File: config.mk
export PLATFORM = sky130hd
export DESIGN_NAME = lp_sequencer
export DESIGN_NICKNAME = d
export VERILOG_FILES = /design/src/rtl/lp_seq_pkg.sv /design/src/rtl/lp_rc_tick.sv /design/src/rtl/lp_sequencer.sv /design/src/rtl/lp_sync2.sv
export SDC_FILE = /design/constraint.sdc
export NUM_CORES = 1
export LEC_CHECK = 0
export BUFFER_PORTS_ARGS = -buffer_cell sky130_fd_sc_hd__buf_2
export CORE_MARGIN = 1
export CORE_UTILIZATION = 54
export DETAILED_ROUTE_END_ITERATION = 6
export GPL_ROUTABILITY_DRIVEN = 0
export HOLD_SLACK_MARGIN = 0.15
export PLACE_DENSITY_LB_ADDON = 0.3
export SLEW_MARGIN = 20
export SYNTH_ARGS = -nofsm -noshare
export SYNTH_HDL_FRONTEND = slang
export SYNTH_SLANG_ARGS = --single-unit
File: constraint.sdc
create_clock -name clk_i -period 3.73 [get_ports clk_i]
set_clock_uncertainty 0.1 [all_clocks]
set_input_delay 0.746 -clock clk_i [delete_from_list [all_inputs] [get_ports clk_i]]
set_output_delay 0.746 -clock clk_i [all_outputs]
set_load 0.01 [all_outputs]
File: src/rtl/lp_seq_pkg.sv
// Purpose: Shared constants and types for the low-power and reset sequencer
// Assumes: Single 40 MHz clock, internal RC oscillator nominal 4 MHz
// Notes:   Times are kept in their own unit and converted to cycles here
package lp_seq_pkg;
    localparam int unsigned CLK_HZ           = 40_000_000;
    localparam int unsigned RC_HZ            = 4_000_000;
    localparam int unsigned RC_DIV           = CLK_HZ / RC_HZ;
    // Resume counts in source-clock cycles
    localparam int unsigned RC_RESUME_CYC    = 4;
    localparam int unsigned OSC_RESUME_CYC   = 4096;
    // Start-up times in microseconds
    localparam int unsigned RC_START_US      = 60;
    localparam int unsigned FLASH_START_US   = 100;
    localparam int unsigned RC_START_RC      = (RC_START_US * RC_HZ + 999_999) / 1_000_000;
    localparam int unsigned FLASH_START_RC   = (FLASH_START_US * RC_HZ + 999_999) / 1_000_000;
    // Fixed clock count held in reset before release
    localparam int unsigned RESET_HOLD_RC    = 16;
    localparam int unsigned CNT_W            = 14;
    localparam int unsigned IRQ_W            = 8;
    localparam logic [31:0] BOOT_VECTOR      = 32'h0000_0000;
    localparam logic [1:0]  DIV_CLEARED      = 2'h0;

    // Low-power mode requested by the core
    typedef enum logic [1:0] {
        MODE_RUN,
        MODE_DEEP_SLEEP,
        MODE_POWER_DOWN,
        MODE_DEEP_PD
    } lp_mode_t;

    typedef enum logic [2:0] {
        ST_RESET,
        ST_RUN,
        ST_STOPPED,
        ST_RC_START,
        ST_RESUME,
        ST_DEEP_PD
    } seq_state_t;
endpackage

File: src/rtl/lp_rc_tick.sv
// Purpose: Tick at the internal RC oscillator rate from the system clock
// Assumes: System clock is an integer multiple of the RC rate
// Notes:   Counts run while the RC output is enabled
`timescale 1ns/1ps
`default_nettype none
module lp_rc_tick
    import lp_seq_pkg::*;
#(
    parameter int unsigned DIV = RC_DIV
) (
    // Clock and reset
    input  wire logic clk_i,
    input  wire logic resetn_i,
    // Control
    input  wire logic enable_i,
    output logic      tick_o
);
    typedef struct packed {
        logic [7:0] cnt;
        logic       tick;
    } tick_st_t;

    tick_st_t st;
    tick_st_t next_st;

    initial begin
        if (DIV < 1 || DIV > 256) $error("lp_rc_tick: DIV out of range");
    end

    // Divider restarts whenever the RC output is gated
    always_comb begin
        next_st      = st;
        next_st.tick = 1'b0;
        if (!enable_i) begin
            next_st.cnt = 8'h00;
        end else if (st.cnt == 8'(DIV - 1)) begin
            next_st.cnt  = 8'h00;
            next_st.tick = 1'b1;
        end else begin
            next_st.cnt = st.cnt + 8'h01;
        end
    end

    always_ff @(posedge clk_i or negedge resetn_i) begin
        if (!resetn_i) begin
            st <= '0;
        end else begin
            st <= next_st;
        end
    end

    assign tick_o = st.tick;
endmodule
`default_nettype wire

File: src/rtl/lp_sequencer.sv
// Purpose: Low-power mode and system reset sequencer
// Assumes: Core requests modes with a one-cycle strobe; pins are asynchronous
// Notes:   Flash and RC-source resume counts run on RC ticks derived from clk_i; main-oscillator resume counts clk edges
//
// Overview of operation
// - Deep-sleep: stop oscillator, gate clocks, retain state
// - Deep-sleep: gate RC output, keep RTC oscillator
// - Deep-sleep entry powers off, disconnects PLL
// - Deep-sleep entry clears cpu and USB dividers
// - Leave deep-sleep only on reset or wake
// - RC source: resume after 4 cycles
// - Main oscillator source: resume after 4096 cycles
// - Power-down adds RC and flash power off
// - Power-down wake: 60 us start, 4 RC cycles
// - Flash blocked until 100 us RC count expires
// - Deep power-down entry only from RTC
// - Deep power-down keeps only RTC, reset pin
// - Exit deep power-down via reset pin, alarm
// - Wake on any interrupt in handed mask
// - Reset sources: pin, watchdog, power-on, brownout
// - Any reset drives reset output low, timer
// - Hold reset until pin, oscillator, count, flash
// - Reset output high on release or brownout recovery
// - Fetch from address 0 after reset release
// - Brownout warning raises interrupt and readable flag
// - Brownout reset held until power-on takes over
`timescale 1ns/1ps
`default_nettype none
module lp_sequencer
    import lp_seq_pkg::*;
#(
    parameter int unsigned N_IRQ       = IRQ_W,
    parameter int unsigned OSC_RESUME  = OSC_RESUME_CYC,
    parameter int unsigned RC_START    = RC_START_RC,
    parameter int unsigned FLASH_START = FLASH_START_RC,
    parameter int unsigned RESET_HOLD  = RESET_HOLD_RC
) (
    // Clock and power-on reset
    input  wire logic             clk_i,
    input  wire logic             resetn_i,
    // Asynchronous reset sources and monitors
    input  wire logic             ext_resetn_i,
    input  wire logic             watchdog_reset_i,
    input  wire logic             brownout_warn_i,
    input  wire logic             brownout_reset_i,
    input  wire logic             osc_running_i,
    // Core low-power request
    input  wire logic             lp_req_i,
    input  wire logic [1:0]       lp_mode_i,
    input  wire logic             main_osc_sel_i,
    // Interrupt controller handoff
    input  wire logic [N_IRQ-1:0] wake_mask_i,
    input  wire logic [N_IRQ-1:0] irq_i,
    // RTC block
    input  wire logic             rtc_deep_pd_req_i,
    input  wire logic             rtc_alarm_i,
    // Flash controller
    input  wire logic             flash_init_done_i,
    // Reset outputs
    output logic                  sys_resetn_o,
    output logic                  reset_output_pin_o,
    output logic [31:0]           boot_addr_o,
    // Clock and power controls
    output logic                  main_osc_en_o,
    output logic                  clk_gate_o,
    output logic                  rc_out_en_o,
    output logic                  rc_power_o,
    output logic                  rtc_osc_en_o,
    output logic                  pll_power_o,
    output logic                  pll_connect_clr_o,
    output logic [1:0]            cpu_clock_div_o,
    output logic [1:0]            usb_clock_div_o,
    output logic                  div_clear_o,
    output logic                  flash_power_o,
    output logic                  flash_ready_o,
    output logic                  core_power_o,
    output logic                  retain_o,
    // Status
    output logic                  cpu_run_o,
    output logic                  brownout_irq_o,
    output logic                  brownout_flag_o,
    output logic [1:0]            mode_o
);
    initial begin
        if (N_IRQ < 1) $error("lp_sequencer: N_IRQ must be at least 1");
        if (OSC_RESUME < 1 || OSC_RESUME >= (1 << CNT_W)) $error("lp_sequencer: OSC_RESUME range");
        if (RC_START < 1 || FLASH_START >= (1 << CNT_W)) $error("lp_sequencer: count range");
        if (RESET_HOLD < 1 || RESET_HOLD >= (1 << CNT_W)) $error("lp_sequencer: RESET_HOLD range");
    end

    localparam logic [CNT_W-1:0] OSC_RESUME_N  = CNT_W'(OSC_RESUME);
    localparam logic [CNT_W-1:0] RC_RESUME_N   = CNT_W'(RC_RESUME_CYC);
    localparam logic [CNT_W-1:0] RC_START_N    = CNT_W'(RC_START);
    localparam logic [CNT_W-1:0] FLASH_START_N = CNT_W'(FLASH_START);
    localparam logic [CNT_W-1:0] RESET_HOLD_N  = CNT_W'(RESET_HOLD);

    // Synchronised asynchronous inputs
    logic [6:0] async_in;
    logic [6:0] sync_in;
    logic       ext_rst_n;
    logic       wdt_rst;
    logic       bo_warn;
    logic       bo_rst;
    logic       osc_ok;
    logic       rtc_alarm;
    logic       rtc_pd_req;

    assign async_in = {rtc_deep_pd_req_i, rtc_alarm_i, osc_running_i, brownout_reset_i,
                       brownout_warn_i, watchdog_reset_i, ext_resetn_i};

    lp_sync2 #(.W(7)) u_sync (
        .clk_i    (clk_i),
        .resetn_i (resetn_i),
        .async_i  (async_in),
        .sync_o   (sync_in)
    );

    assign ext_rst_n  = sync_in[0];
    assign wdt_rst    = sync_in[1];
    assign bo_warn    = sync_in[2];
    assign bo_rst     = sync_in[3];
    assign osc_ok     = sync_in[4];
    assign rtc_alarm  = sync_in[5];
    assign rtc_pd_req = sync_in[6];

    typedef struct packed {
        seq_state_t       state;
        lp_mode_t         mode;
        logic             src_main;
        logic [CNT_W-1:0] cnt;
        logic [CNT_W-1:0] flash_cnt;
        logic             flash_ok;
        logic             rst_out;
        logic             bo_flag;
    } seq_st_t;

    seq_st_t st;
    seq_st_t next_st;
    logic    rc_tick;
    logic    rc_on;
    logic    any_reset;
    logic    wake_irq;
    logic    cnt_tick;

    // Count down one step; stays at zero
    function automatic logic [CNT_W-1:0] dec(input logic [CNT_W-1:0] v);
        return (v == '0) ? v : v - CNT_W'(1);
    endfunction

    // RC output enabled except while clocks are stopped or RC unpowered
    assign rc_on = (st.state != ST_STOPPED) && (st.state != ST_DEEP_PD);

    lp_rc_tick u_tick (
        .clk_i    (clk_i),
        .resetn_i (resetn_i),
        .enable_i (rc_on),
        .tick_o   (rc_tick)
    );

    // Watchdog and brownout are unpowered in deep power-down
    assign any_reset = !ext_rst_n
                    || ((wdt_rst || bo_rst) && st.state != ST_DEEP_PD);
    assign wake_irq  = |(wake_mask_i & irq_i);
    // Main oscillator cycles approximated by clk edges with oscillator up
    assign cnt_tick  = st.src_main ? (osc_ok && st.state == ST_RESUME) : rc_tick;

    // Sequencing of reset, sleep entry and wake
    always_comb begin
        next_st          = st;
        // Flash wake-up counter runs on RC ticks independently of resume
        if (!st.flash_ok && rc_tick && st.state != ST_STOPPED && st.state != ST_DEEP_PD) begin
            next_st.flash_cnt = dec(st.flash_cnt);
            if (st.flash_cnt <= CNT_W'(1)) begin
                next_st.flash_ok = 1'b1;
            end
        end
        // Set wins over software visibility; flag follows warning level
        next_st.bo_flag = bo_warn;
        if (any_reset) begin
            next_st.state   = ST_RESET;
            next_st.cnt     = RESET_HOLD_N;
            next_st.rst_out = 1'b0;
            next_st.mode    = MODE_RUN;
        end else begin
            case (st.state)
                ST_RESET: begin
                    if (rc_tick) begin
                        next_st.cnt = dec(st.cnt);
                    end
                    // Release needs pin, oscillator, count and flash init
                    if (ext_rst_n && osc_ok && st.cnt == '0 && flash_init_done_i) begin
                        next_st.state   = ST_RUN;
                        next_st.rst_out = 1'b1;
                        next_st.src_main = 1'b0;
                    end
                end
                ST_RUN: begin
                    if (rtc_pd_req) begin
                        next_st.state = ST_DEEP_PD;
                        next_st.mode  = MODE_DEEP_PD;
                    end else if (lp_req_i && (lp_mode_i == 2'(MODE_DEEP_SLEEP)
                                 || lp_mode_i == 2'(MODE_POWER_DOWN))) begin
                        next_st.state    = ST_STOPPED;
                        next_st.mode     = lp_mode_t'(lp_mode_i);
                        next_st.src_main = main_osc_sel_i;
                    end
                end
                ST_STOPPED: begin
                    if (wake_irq) begin
                        if (st.mode == MODE_POWER_DOWN) begin
                            next_st.state     = ST_RC_START;
                            next_st.cnt       = RC_START_N;
                            next_st.flash_ok  = 1'b0;
                            next_st.flash_cnt = FLASH_START_N;
                            next_st.src_main  = 1'b0;
                        end else begin
                            next_st.state = ST_RESUME;
                            next_st.cnt   = st.src_main ? OSC_RESUME_N : RC_RESUME_N;
                        end
                    end
                end
                ST_RC_START: begin
                    if (rc_tick) begin
                        next_st.cnt = dec(st.cnt);
                    end
                    if (st.cnt == '0) begin
                        next_st.state = ST_RESUME;
                        next_st.cnt   = RC_RESUME_N;
                    end
                end
                ST_RESUME: begin
                    if (cnt_tick) begin
                        next_st.cnt = dec(st.cnt);
                    end
                    if (st.cnt == '0) begin
                        next_st.state = ST_RUN;
                        next_st.mode  = MODE_RUN;
                    end
                end
                ST_DEEP_PD: begin
                    // Only alarm or reset pin leave; pin is handled above
                    if (rtc_alarm) begin
                        next_st.state   = ST_RESET;
                        next_st.cnt     = RESET_HOLD_N;
                        next_st.rst_out = 1'b0;
                        next_st.mode    = MODE_RUN;
                    end
                end
                default: begin
                    next_st.state = ST_RESET;
                end
            endcase
        end
    end

    always_ff @(posedge clk_i or negedge resetn_i) begin
        if (!resetn_i) begin
            st          <= '0;
            st.state    <= ST_RESET;
            st.mode     <= MODE_RUN;
            st.cnt      <= RESET_HOLD_N;
            st.flash_cnt <= FLASH_START_N;
        end else begin
            st <= next_st;
        end
    end

    // Power and clock controls decoded from state
    logic stopped;
    logic pd_like;
    assign stopped = (st.state == ST_STOPPED);
    assign pd_like = stopped && (st.mode == MODE_POWER_DOWN);

    assign main_osc_en_o      = !stopped && st.state != ST_DEEP_PD;
    assign clk_gate_o         = stopped || st.state == ST_DEEP_PD;
    assign retain_o           = stopped;
    assign rc_out_en_o        = rc_on;
    assign rc_power_o         = !pd_like && st.state != ST_DEEP_PD;
    assign rtc_osc_en_o       = 1'b1;
    assign pll_power_o        = (st.state == ST_RUN);
    assign pll_connect_clr_o  = (st.state != ST_RUN);
    assign div_clear_o        = stopped;
    assign cpu_clock_div_o    = DIV_CLEARED;
    assign usb_clock_div_o    = DIV_CLEARED;
    assign flash_power_o      = !pd_like && st.state != ST_DEEP_PD;
    assign flash_ready_o      = st.flash_ok && flash_power_o;
    assign core_power_o       = (st.state != ST_DEEP_PD);
    assign sys_resetn_o       = (st.state != ST_RESET) && (st.state != ST_DEEP_PD);
    assign reset_output_pin_o = st.rst_out && !bo_rst;
    assign boot_addr_o        = BOOT_VECTOR;
    assign cpu_run_o          = (st.state == ST_RUN);
    assign brownout_irq_o     = st.bo_flag;
    assign brownout_flag_o    = st.bo_flag;
    assign mode_o             = st.mode;

    // Checks
    property p_rc_resume;
        @(posedge clk_i) disable iff (!resetn_i)
        (st.state == ST_STOPPED && wake_irq && !any_reset && st.mode == MODE_DEEP_SLEEP
         && !st.src_main) |=> (st.cnt == RC_RESUME_N);
    endproperty
    a_rc_resume: assert property (p_rc_resume) else $error("bad rc resume count");

    property p_osc_resume;
        @(posedge clk_i) disable iff (!resetn_i)
        (st.state == ST_STOPPED && wake_irq && !any_reset && st.mode == MODE_DEEP_SLEEP
         && st.src_main) |=> (st.cnt == OSC_RESUME_N);
    endproperty
    a_osc_resume: assert property (p_osc_resume) else $error("bad osc resume count");

    property p_reset_low;
        @(posedge clk_i) disable iff (!resetn_i)
        any_reset |=> !reset_output_pin_o && !sys_resetn_o;
    endproperty
    a_reset_low: assert property (p_reset_low) else $error("reset output not low");

    property p_release;
        @(posedge clk_i) disable iff (!resetn_i)
        $rose(sys_resetn_o) && $past(st.state) == ST_RESET |->
            $past(ext_rst_n) && $past(osc_ok) && $past(flash_init_done_i);
    endproperty
    a_release: assert property (p_release) else $error("early reset release");

    property p_stay_stopped;
        @(posedge clk_i) disable iff (!resetn_i)
        (stopped && !wake_irq && !any_reset && !rtc_pd_req) |=> stopped;
    endproperty
    a_stay_stopped: assert property (p_stay_stopped) else $error("spurious wake");

    property p_pd_power;
        @(posedge clk_i) disable iff (!resetn_i)
        pd_like |-> !rc_power_o && !flash_power_o && !pll_power_o;
    endproperty
    a_pd_power: assert property (p_pd_power) else $error("power-down leaves power on");

    property p_ds_power;
        @(posedge clk_i) disable iff (!resetn_i)
        (stopped && st.mode == MODE_DEEP_SLEEP) |-> flash_power_o && rc_power_o
            && !rc_out_en_o && !main_osc_en_o && div_clear_o;
    endproperty
    a_ds_power: assert property (p_ds_power) else $error("deep-sleep power wrong");

    property p_flash_block;
        @(posedge clk_i) disable iff (!resetn_i)
        (st.state == ST_STOPPED && st.mode == MODE_POWER_DOWN && wake_irq && !any_reset)
            |=> !flash_ready_o [*8];
    endproperty
    a_flash_block: assert property (p_flash_block) else $error("flash ready too soon");

    property p_deep_pd_entry;
        @(posedge clk_i) disable iff (!resetn_i)
        $rose(st.state == ST_DEEP_PD) |-> $past(rtc_pd_req);
    endproperty
    a_deep_pd_entry: assert property (p_deep_pd_entry) else $error("deep pd not from rtc");

    property p_bo_hold;
        @(posedge clk_i) disable iff (!resetn_i)
        bo_rst |-> !reset_output_pin_o ##1 !sys_resetn_o;
    endproperty
    a_bo_hold: assert property (p_bo_hold) else $error("brownout reset released");

    c_ds_wake: cover property (@(posedge clk_i) disable iff (!resetn_i)
        stopped && st.mode == MODE_DEEP_SLEEP ##1 st.state == ST_RESUME);
    c_pd_wake: cover property (@(posedge clk_i) disable iff (!resetn_i)
        st.state == ST_RC_START ##[1:1000] st.state == ST_RUN);
    c_deep_pd: cover property (@(posedge clk_i) disable iff (!resetn_i)
        st.state == ST_DEEP_PD ##1 st.state == ST_RESET);
endmodule
`default_nettype wire

File: src/rtl/lp_sync2.sv
// Purpose: Two-flop synchroniser for a bundle of asynchronous levels
// Assumes: Inputs are slow levels, not pulses
// Notes:   First stage is read only by the second stage
`timescale 1ns/1ps
`default_nettype none
module lp_sync2 #(
    parameter int unsigned W = 1
) (
    // Clock and reset
    input  wire logic         clk_i,
    input  wire logic         resetn_i,
    // Levels
    input  wire logic [W-1:0] async_i,
    output logic      [W-1:0] sync_o
);
    logic [W-1:0] meta;

    // Plain two-stage chain
    always_ff @(posedge clk_i or negedge resetn_i) begin
        if (!resetn_i) begin
            meta   <= '0;
            sync_o <= '0;
        end else begin
            meta   <= async_i;
            sync_o <= meta;
        end
    end
endmodule
`default_nettype wire

Yosys cells after proc, flatten, opt, wreduce, memory -nomap -nowiden

Cells that the tools add are included.

Magnitude comparators: 1
Bitwise operators: 2
Reductions and logical operators: 39
Equal/unequal tests: 26
Add/sub/neg operators: 3
Multiplexer cells: 41

Operator list:

| kind                    | number |
|---|---|
| $mux W14                | 8 |
| $pmux W14 S5            | 1 |
| $mux W15                | 4 |
| $mux W30                | 1 |
| $logic_not A14 Y1       | 2 |
| $sub A14 B1 Y14 const B | 2 |
| $mux W13                | 2 |
| $mux W5                 | 4 |
| $pmux W3 S6             | 1 |
| $logic_and A1 B1 Y1     | 16 |
| $mux W8                 | 2 |
| $ne A3 B3 Y1 const B    | 5 |
| $le A14 B1 Y1 const B   | 1 |
| $mux W3                 | 4 |
| $ne A3 B2 Y1 const B    | 4 |
| $reduce_and A6 Y1       | 2 |
| $mux W1                 | 10 |
| $reduce_bool A3 Y1      | 3 |
| $add A8 B1 Y8 const B   | 1 |
| $and A8 B8 Y8           | 1 |
| $eq A8 B4 Y1 const B    | 1 |
| $reduce_or A8 Y1        | 1 |
| $reduce_and A7 Y1       | 1 |
| $eq A3 B2 Y1 const B    | 2 |
| 21 further kinds        | 33 |

Register bits: 60
Output and inout port bits: 55
Logic and storage cells: 124
Input bits: 30

Logic depth before layout (Yosys ltp)

Gate-level depths: netlist (run 1).

Word-level depth: 9
Mapped depth: 10

Hierarchy

A second synthesis (run 1) with hierarchy kept.

Cell total of the unflattened synthesis: 402
Area total of the unflattened synthesis: 3738.6 um^2

By module, submodules not included:

| module       | seq. area each (um^2) | area each (um^2) | cells each | times used |
|---|---|---|---|---|
| lp_sequencer | 930.9                 | 2950.3           | 347        | 1 |
| lp_rc_tick   | 225.2                 | 437.9            | 41         | 1 |
| lp_sync2     | 350.3                 | 350.3            | 14         | 1 |

Least setup slack after synthesis (run 1)

Ideal clock, no wire load.

Kind: reg2reg
From: reg st[17] in the netlist's numbering
To: reg st[36] in the netlist's numbering
Period minus slack after synthesis: 2786 ps
Slack: 944 ps
Required time: 3505 ps
Cell stages (with the launch flop): 10
Data arrival time: 2562 ps
Setup time: 125 ps
Path buffers: 1
Cell sequence: dfrtp_1 > inv_1 > ha_1 > or4b_4 > or4b_1 > buf_2 > o22ai_1 > nand2_1 > nor2_1 > mux2_2

Longest elaborated chain between the ends: 5
Elaborated cells on any way between the ends: 7
Those cells by class: eq/ne: 3; reduce/logical: 4

RTL lines:

| item                                   | line                                                          | source |
|---|---|---|
| start: declaration                     | lp_sequencer.sv:137                                           | `seq_st_t st;` |
| start signal: assignment               | lp_sequencer.sv:264                                           | `st <= next_st;` |
| $logic_not A14 Y1 (*)                  | lp_sequencer.sv:191, lp_sequencer.sv:226, lp_sequencer.sv:235 |  |
| $logic_and A1 B1 Y1 (2 in series)      | lp_sequencer.sv:191                                           | `if (ext_rst_n && osc_ok && st.cnt == '0 && flash_init_done_i) begin` |
| $ne A3 B3 Y1 (no source line)          | n/a                                                           |  |
| $reduce_and A6 Y1 (no source line) (*) | n/a                                                           |  |

Every way passes the cells marked *; elsewhere a longest branch is shown, timed or not.
A chain may end at the register's enable or synchronous reset.

Final worst setup path (run 1)

From: reg st[18] in the netlist's numbering
To: reg st[20] in the netlist's numbering

Longest elaborated chain between the ends: 5
Elaborated cells on any way between the ends: 11
Those cells by class: add/sub: 1; eq/ne: 1; mux: 7; reduce/logical: 2

RTL lines:

| item                                                 | line                                                          | source |
|---|---|---|
| $sub A14 B1 Y14 or $logic_not A14 Y1 (tied branches) | lp_sequencer.sv:147, lp_sequencer.sv:226                      |  |
| $mux W14 (on tied branches)                          | lp_sequencer.sv:147, lp_sequencer.sv:187, lp_sequencer.sv:223 |  |
| $mux W14 (on tied branches)                          | n/a                                                           |  |
| $pmux W14 S5                                         | lp_sequencer.sv:185                                           | `case (st.state)` |
| $mux W14                                             | lp_sequencer.sv:179                                           | `if (any_reset) begin` |

Several ways; a longest one is shown, not always the timed one. The select of a mux whose other input is x is not followed.

==> results.tsv, run 1 <==
metric	value	unit
buffers from clock root to sink, at most	2	
main flop type after synthesis	sky130_fd_sc_hd__dfrtp_1	
first-pass iteration count of the detailed router	5	
average size of a mapped cell	9.053	um^2
classification of the worst-slack hold path	reg -> reg	
Fmax	0.3116	GHz
num rows	28	
pin count of the biggest net entering global routing	47	
Synth async-reset ratio	100.0	%
CTS sink cnt	60	
part of the cycle the worst path needs	86.05	%
Die H	82.03	um
crit path buf inv count	2	
Total Nets Final	459	
relative area change from synthesis to final layout	9.334	%
total track usage	22.25	%
crit-path max FO	11	
layout cell share with drive strength beyond 1	18.88	%
actual slew at the worst max-slew pin	0.5681	ns
final worst path period need	3.210	ns
required time at the worst-slack endpoint	3.84	ns
total vias in the final route	2721	
TritonCTS clock tree	done	
critical path endpoint category	flip-flop	
Data arrival, critical path	3.32	ns
first-pass GRT wire length	11130	um
Total Wirelength	6824	um
# resized after CTS	0	
number of levels in the clock H-tree	3	
cts bufs inserted	9	
dominant delay contributor by cell family on the critical path	simple AND/OR/NAND/NOR gates	
Final Worst Setup Slack	0.5203	ns
Root Buffer Master	sky130_fd_sc_hd__clkbuf_8	
Critical Path Start Type	flip-flop	
number of distinct library cells after synthesis	62	
outcome	complete, no violations	
number of antenna violations at the first check in global routing	0	
fillers	528	
clock network latency to the later pin of the worst-skew pair	0.34	ns
Die Area	6728	um^2
max-slew headroom at the worst pin	62.13	%
Ports	85	
Routed WL per cell	13.54	um
post-synthesis sequential element count	60	
setup TNS after final layout	0	ns
cells after synthesis	382	
number of flops mapped to enable cells by yosys	0	
total number of yosys warnings	0	
number of inserted diodes	0	
vias per cell	5.399	
worst-case vdd ir drop	0.4338	mV
chain of cells forming the critical path	inv_1 > ha_1 > or4b_4 > or4b_1 > mux2i_1 > nand3_1 > buf_4 > o41ai_1	
dpl ws	0.5531	ns
buffer count from post-CTS setup fixing	0	
DRT iter0 DRCs	176	
number of endpoints with negative hold slack in the final report	0	
final design area excluding fillers	3781	um^2
endpoints failing setup	0	
pins over their slew limit	0	
DP Area	3578	um^2
largest incremental delay on the critical path	0.70	ns
number of hold buffers added after CTS	0	
via count of the first global-routing pass	2500	
post-synth design cell area	3458	um^2
Die Width	82.03	um
starting density of the core	57.06	%
cell type of the slowest stage on the worst timing path	sky130_fd_sc_hd__or4b_1	
number of I/O port buffers	47	
fraction of the yosys area taken by sequential cells	43.56	%
Final ANT Viol Nets	0	
sum of net half-perimeters after detailed placement	4860	um
Placeable Area	6061	um^2
pwr dens	476.7	nW/um^2
worst setup path category	reg -> reg	
max-cap violations	0	
DRC	0	
Remaining Overflow, GRT	0	
Clk pin slew, worst setup/hold paths	0.08	ns
setup repair after global routing missed its margin	no	
total leakage power	1.808	nW
==> routing by layer <==
metal	up-vias	global-route usage (%)	share of wire, %
met3	5	7.111	6.1
met1	1278	27.10	44
met5	-	0	0
li1	1341	-	-
met4	0	7.544	1.1
met2	97	37.02	49
==> sequential cells by signal (all words and copies together), names as in the netlist <==
name,cells
u_tick.tick_o,1
mode_o,2
brownout_flag_o,1
u_sync.sync_o,7
st,34
u_sync.meta,7
u_tick.st,8
==> cell usage after synthesis, drive strengths merged, types with 2 or more instances <==
master  number  area, um^2
o21ai       25       125.1
and4         2       17.52
buf         47       345.3
nor3        16       80.08
or4          2       15.01
xnor2        5       43.79
nor4b        2       23.77
or4b         2       23.77
and3         3       18.77
ha           5       62.56
mux2i        4       40.04
o22a         2       17.52
nand2b       4       25.02
nor2        49       183.9
nand3       12       60.06
a31oi        2       27.53
clkbuf       8       30.03
nor2b        7       43.79
nand2       26       97.59
and2         4       25.02
a21oi       18       90.09
conb         2       7.510
o31ai        6       50.05
dfstp        4       105.1
a211oi       3       22.52
a22oi        4       30.03
o41ai        2       17.52
dfrtp       56        1401
nor4         7       43.79
xor2        10       87.58
or3          3       18.77
a211o        3       26.28
or3b         4       35.04
inv         13       48.79
==> cell type report <==
cell class | instances | area (um^2) | share of cell area, %
tap | 75 | 93.84 | 2.482
multi-input combinational | 289 | 1664 | 44.01
inverter | 13 | 48.80 | 1.291
clock inverter | 7 | 76.32 | 2.019
timing repair buffer | 51 | 267.8 | 7.081
sequential | 60 | 1506 | 39.84
clock buffer | 9 | 123.9 | 3.276
==> power breakdown <==
part / switching, mW / leakage (nW) / total, mW / internal (mW)
Sequential: 0.110 / 0.761 / 0.869 / 0.759
Combinational: 0.194 / 0.951 / 0.346 / 0.152
Clock: 0.276 / 0.0958 / 0.587 / 0.311
Total: 0.580 / 1.81 / 1.80 / 1.22
==> worst paths after layout <==
| kind | slack (ns) | start | to | depth (start not counted) |
|---|---|---|---|---|
| min in group asynchronous | 0.31 | resetn_i | st[9] | 1 |
| max reg2reg | 0.52 | st[18] | st[20] | 8 |
| min | 0.25 | u_sync.meta[5] | u_sync.sync_o[5] | 0 |
| max | 0.52 | st[18] | st[20] | 8 |
| min reg2reg | 0.25 | u_sync.meta[5] | u_sync.sync_o[5] | 0 |
| max in group asynchronous | 2.54 | resetn_i | st[21] | 2 |
==> cell families after synthesis <==
| logic type | Yosys count | share of synthesized area (%) |
|---|---|---|
| simple gates | 149 | 22.00 |
| compound gates | 78 | 14.87 |
| buf+inv | 68 | 12.26 |
| flops | 60 | 43.56 |
| xor+xnor | 15 | 3.799 |
| fa+ha+maj | 5 | 1.809 |
| mux | 5 | 1.483 |
| other cells | 2 | 0.2172 |
==> placed cells by master (no fill, tap or decap), types with 2 or more instances in the layout <==
cell,count
sky130_fd_sc_hd__nand3_1,12
sky130_fd_sc_hd__and2_1,4
sky130_fd_sc_hd__o41ai_1,2
sky130_fd_sc_hd__or3b_2,3
sky130_fd_sc_hd__conb_1,37
sky130_fd_sc_hd__dfrtp_1,56
sky130_fd_sc_hd__dfstp_2,4
sky130_fd_sc_hd__and3_1,3
sky130_fd_sc_hd__nor4_1,7
sky130_fd_sc_hd__inv_1,12
sky130_fd_sc_hd__o21ai_0,11
sky130_fd_sc_hd__ha_1,5
sky130_fd_sc_hd__a22oi_1,4
sky130_fd_sc_hd__clkinvlp_4,2
sky130_fd_sc_hd__a211oi_1,3
sky130_fd_sc_hd__mux2i_1,4
sky130_fd_sc_hd__o31ai_1,5
sky130_fd_sc_hd__nor3_1,15
sky130_fd_sc_hd__nor2b_1,7
sky130_fd_sc_hd__or3_1,3
sky130_fd_sc_hd__clkinv_4,2
sky130_fd_sc_hd__buf_4,5
sky130_fd_sc_hd__and4_1,2
sky130_fd_sc_hd__o21ai_1,14
sky130_fd_sc_hd__a211o_1,3
sky130_fd_sc_hd__nand2b_1,4
sky130_fd_sc_hd__nand2_1,26
sky130_fd_sc_hd__o22a_1,2
sky130_fd_sc_hd__or4_1,2
sky130_fd_sc_hd__xnor2_1,5
sky130_fd_sc_hd__clkbuf_8,9
sky130_fd_sc_hd__buf_2,46
sky130_fd_sc_hd__nor2_1,49
sky130_fd_sc_hd__a21oi_1,18
sky130_fd_sc_hd__xor2_1,10
==> through the flow <==
step / power, mW / hold WS, ns / instances / utilization (%)
after floorplan: 1.147 / 0.2312 / 417 / -
after global placement: 1.204 / 0.2321 / 488 / 59.04
after detailed placement: 1.224 / 0.2347 / 488 / 59.04
after CTS: 1.822 / 0.2499 / 504 / 62.35
after global routing: 1.920 / 0.2530 / 504 / 62.39
final: 1.803 / 0.2482 / 504 / 62.39
(Power assumes the default switching activity.)
==> inputs of run 2 (changes only) <==
BUFFER_PORTS_ARGS = not set   (was -buffer_cell sky130_fd_sc_hd__buf_2)
CORE_UTILIZATION = 64   (was 54)
DONT_BUFFER_PORTS = 1   (was not set)
==> run 2 against run 1 <==
Compared with the run above: largest cell class unchanged; non-clock buffer count down 47; cell count is 10% lower; combinational power is 6.4% lower; wire length shrank 0.62%; die area shrank 15%; utilization up 6.5 points; clock power decreased by 7.7%; cell area decreased by 6.3%; critical path depth did not move; clock-buffer cell count grew 1.
==> results.tsv, run 2 (synthesized netlist as in run 1, its figures left out) <==
metric	value	unit	change
Final Worst Setup Slack	0.5494	ns	was 0.5203 ns
max-slew headroom at the worst pin	64.57	%	was 62.13%
pin count of the biggest net entering global routing	61		was 47
met2 usage in global routing	45.54	%	was 37.02%
DP Area	3329	um^2	was 3578 um^2
actual slew at the worst max-slew pin	0.5274	ns	was 0.5681 ns
Die Area	5702	um^2	was 6728 um^2
max-cap violations	0		unchanged
commonest non-fill, non-tap cell in the layout	sky130_fd_sc_hd__dfrtp_1		unchanged
buffer count from post-CTS setup fixing	0		unchanged
dpl ws	0.5953	ns	was 0.5531 ns
DRT iter0 DRCs	230		was 176
Total Nets Final	412		was 459
Root Buffer Master	sky130_fd_sc_hd__clkbuf_8		unchanged
Critical Path Start Type	flip-flop		unchanged
Clk pin slew, worst setup/hold paths	0.08	ns	about the same
Remaining Overflow, GRT	0		unchanged
Routed WL per cell	15.00	um	was 13.54 um
CTS sink cnt	60		unchanged
cts bufs inserted	9		unchanged
worst-case vdd ir drop	0.4508	mV	was 0.4338 mV
Final ANT Viol Nets	0		unchanged
Fmax	0.3144	GHz	was 0.3116 GHz
number of I/O port buffers	0		was 47
required time at the worst-slack endpoint	3.85	ns	was 3.84 ns
critical path endpoint category	flip-flop		unchanged
total instance count after detailed placement	435		was 488
sum of net half-perimeters after detailed placement	4702	um	was 4860 um
crit path buf inv count	2		unchanged
setup repair after global routing missed its margin	no		unchanged
registers with the most flip-flops	st (34), u_tick.st (8)		unchanged
gr busiest metal	met2		unchanged
total vias in the final route	2582		was 2721
number of endpoints with negative hold slack in the final report	0		unchanged
total track usage	25.95	%	was 22.25%
Die H	75.51	um	was 82.03 um
Data arrival, critical path	3.30	ns	was 3.32 ns
Total Wirelength	6782	um	was 6824 um
total leakage power	1.623	nW	was 1.808 nW
largest incremental delay on the critical path	0.71	ns	was 0.70 ns
total power after layout	1.740	mW	was 1.803 mW
pins over their slew limit	0		unchanged
chain of cells forming the critical path	inv_1 > ha_1 > or4b_4 > or4b_1 > mux2i_1 > nand3_1 > buf_4 > o41ai_1		unchanged
part of the cycle the worst path needs	85.27	%	was 86.05%
number of flip-flops under the largest register name	34		unchanged
pwr dens	491.1	nW/um^2	was 476.7 nW/um^2
number of antenna violations at the first check in global routing	0		unchanged
met3 routing resource usage after global routing	6.085	%	was 7.111%
first-pass iteration count of the detailed router	4		was 5
number of inserted diodes	0		unchanged
dominant delay contributor by cell family on the critical path	simple AND/OR/NAND/NOR gates		unchanged
layout cell share with drive strength beyond 1	8.901	%	was 18.88%
first-pass GRT wire length	10970	um	was 11130 um
final design area excluding fillers	3542	um^2	was 3781 um^2
starting density of the core	67.28	%	was 57.06%
final worst path period need	3.181	ns	was 3.210 ns
via count of the first global-routing pass	2463		was 2500
highest-count cells in the layout ignoring fill and taps	sky130_fd_sc_hd__dfrtp_1 (56), sky130_fd_sc_hd__nor2_1 (49), sky130_fd_sc_hd__conb_1 (37)		was sky130_fd_sc_hd__dfrtp_1 (56), sky130_fd_sc_hd__nor2_1 (49), sky130_fd_sc_hd__buf_2 (46)
Die Width	75.51	um	was 82.03 um
endpoints failing setup	0		unchanged
crit-path max FO	10		was 11
cell type of the slowest stage on the worst timing path	sky130_fd_sc_hd__or4b_1		unchanged
clock network latency to the later pin of the worst-skew pair	0.34	ns	about the same
num rows	26		was 28
worst setup path category	reg -> reg		unchanged
outcome	complete, no violations		unchanged
Ports	85		unchanged
final core occ	68.91	%	was 62.39%
Placeable Area	5140	um^2	was 6061 um^2
classification of the worst-slack hold path	in -> async		was reg -> reg
buffers from clock root to sink, at most	2		unchanged
DRC	0		unchanged
register name with the most flops	st		unchanged
hold slack final	0.1629	ns	was 0.2482 ns
TritonCTS clock tree	done		unchanged
Global Route met1 Usage	30.57	%	was 27.10%
setup TNS after final layout	0	ns	unchanged
relative area change from synthesis to final layout	2.424	%	was 9.334%
vias per cell	5.712		was 5.399
Final Non-Filler Cells	452		was 504
number of levels in the clock H-tree	3		unchanged
# resized after CTS	0		unchanged
run 2: path summary, 6_finish.rpt:
| check | depth (start not counted) | to | slack (ns) | from |
|---|---|---|---|---|
| min in group clk_i | 0 | u_sync.sync_o[5] | 0.24 | u_sync.meta[5] |
| setup reg to reg | 8 | st[20] | 0.55 | st[17] |
| hold / removal | 1 | u_sync.sync_o[0] | 0.16 | resetn_i |
| max in group asynchronous | 1 | st[10] | 3.06 | resetn_i |
| setup / recovery | 8 | st[20] | 0.55 | st[17] |
| hold reg to reg | 0 | u_sync.sync_o[5] | 0.24 | u_sync.meta[5] |
run 2: timing repair:
item | in CTS | in global routing
hold buffers | 1 | 0
endpoints found under the setup margin | 0 | 0
hold endpoints to repair | 60 | 0
run 2: layer usage:
layer,vias to the layer above,routed length [um]
met5,-,0
met4,0,94
met3,12,383
met2,94,3453
met1,1233,2850
li1,1243,-
run 2: cell type report:
cell class | instances | area (um^2)
Clock inverter | 6 | 47.55
Multi-Input combinational cell | 289 | 1664
Clock buffer | 10 | 137.6
Inverter | 13 | 48.80
Sequential cell | 60 | 1506
Timing Repair Buffer | 4 | 50.05
Fill cell | 420 | 1598
Tap cell | 70 | 87.58
run 2: report_power, final:
part | switching [mW] | total [mW] | internal (mW)
Combinational | 0.185 | 0.324 | 0.139
Sequential | 0.114 | 0.874 | 0.759
Clock | 0.277 | 0.542 | 0.264
Total | 0.576 | 1.74 | 1.16
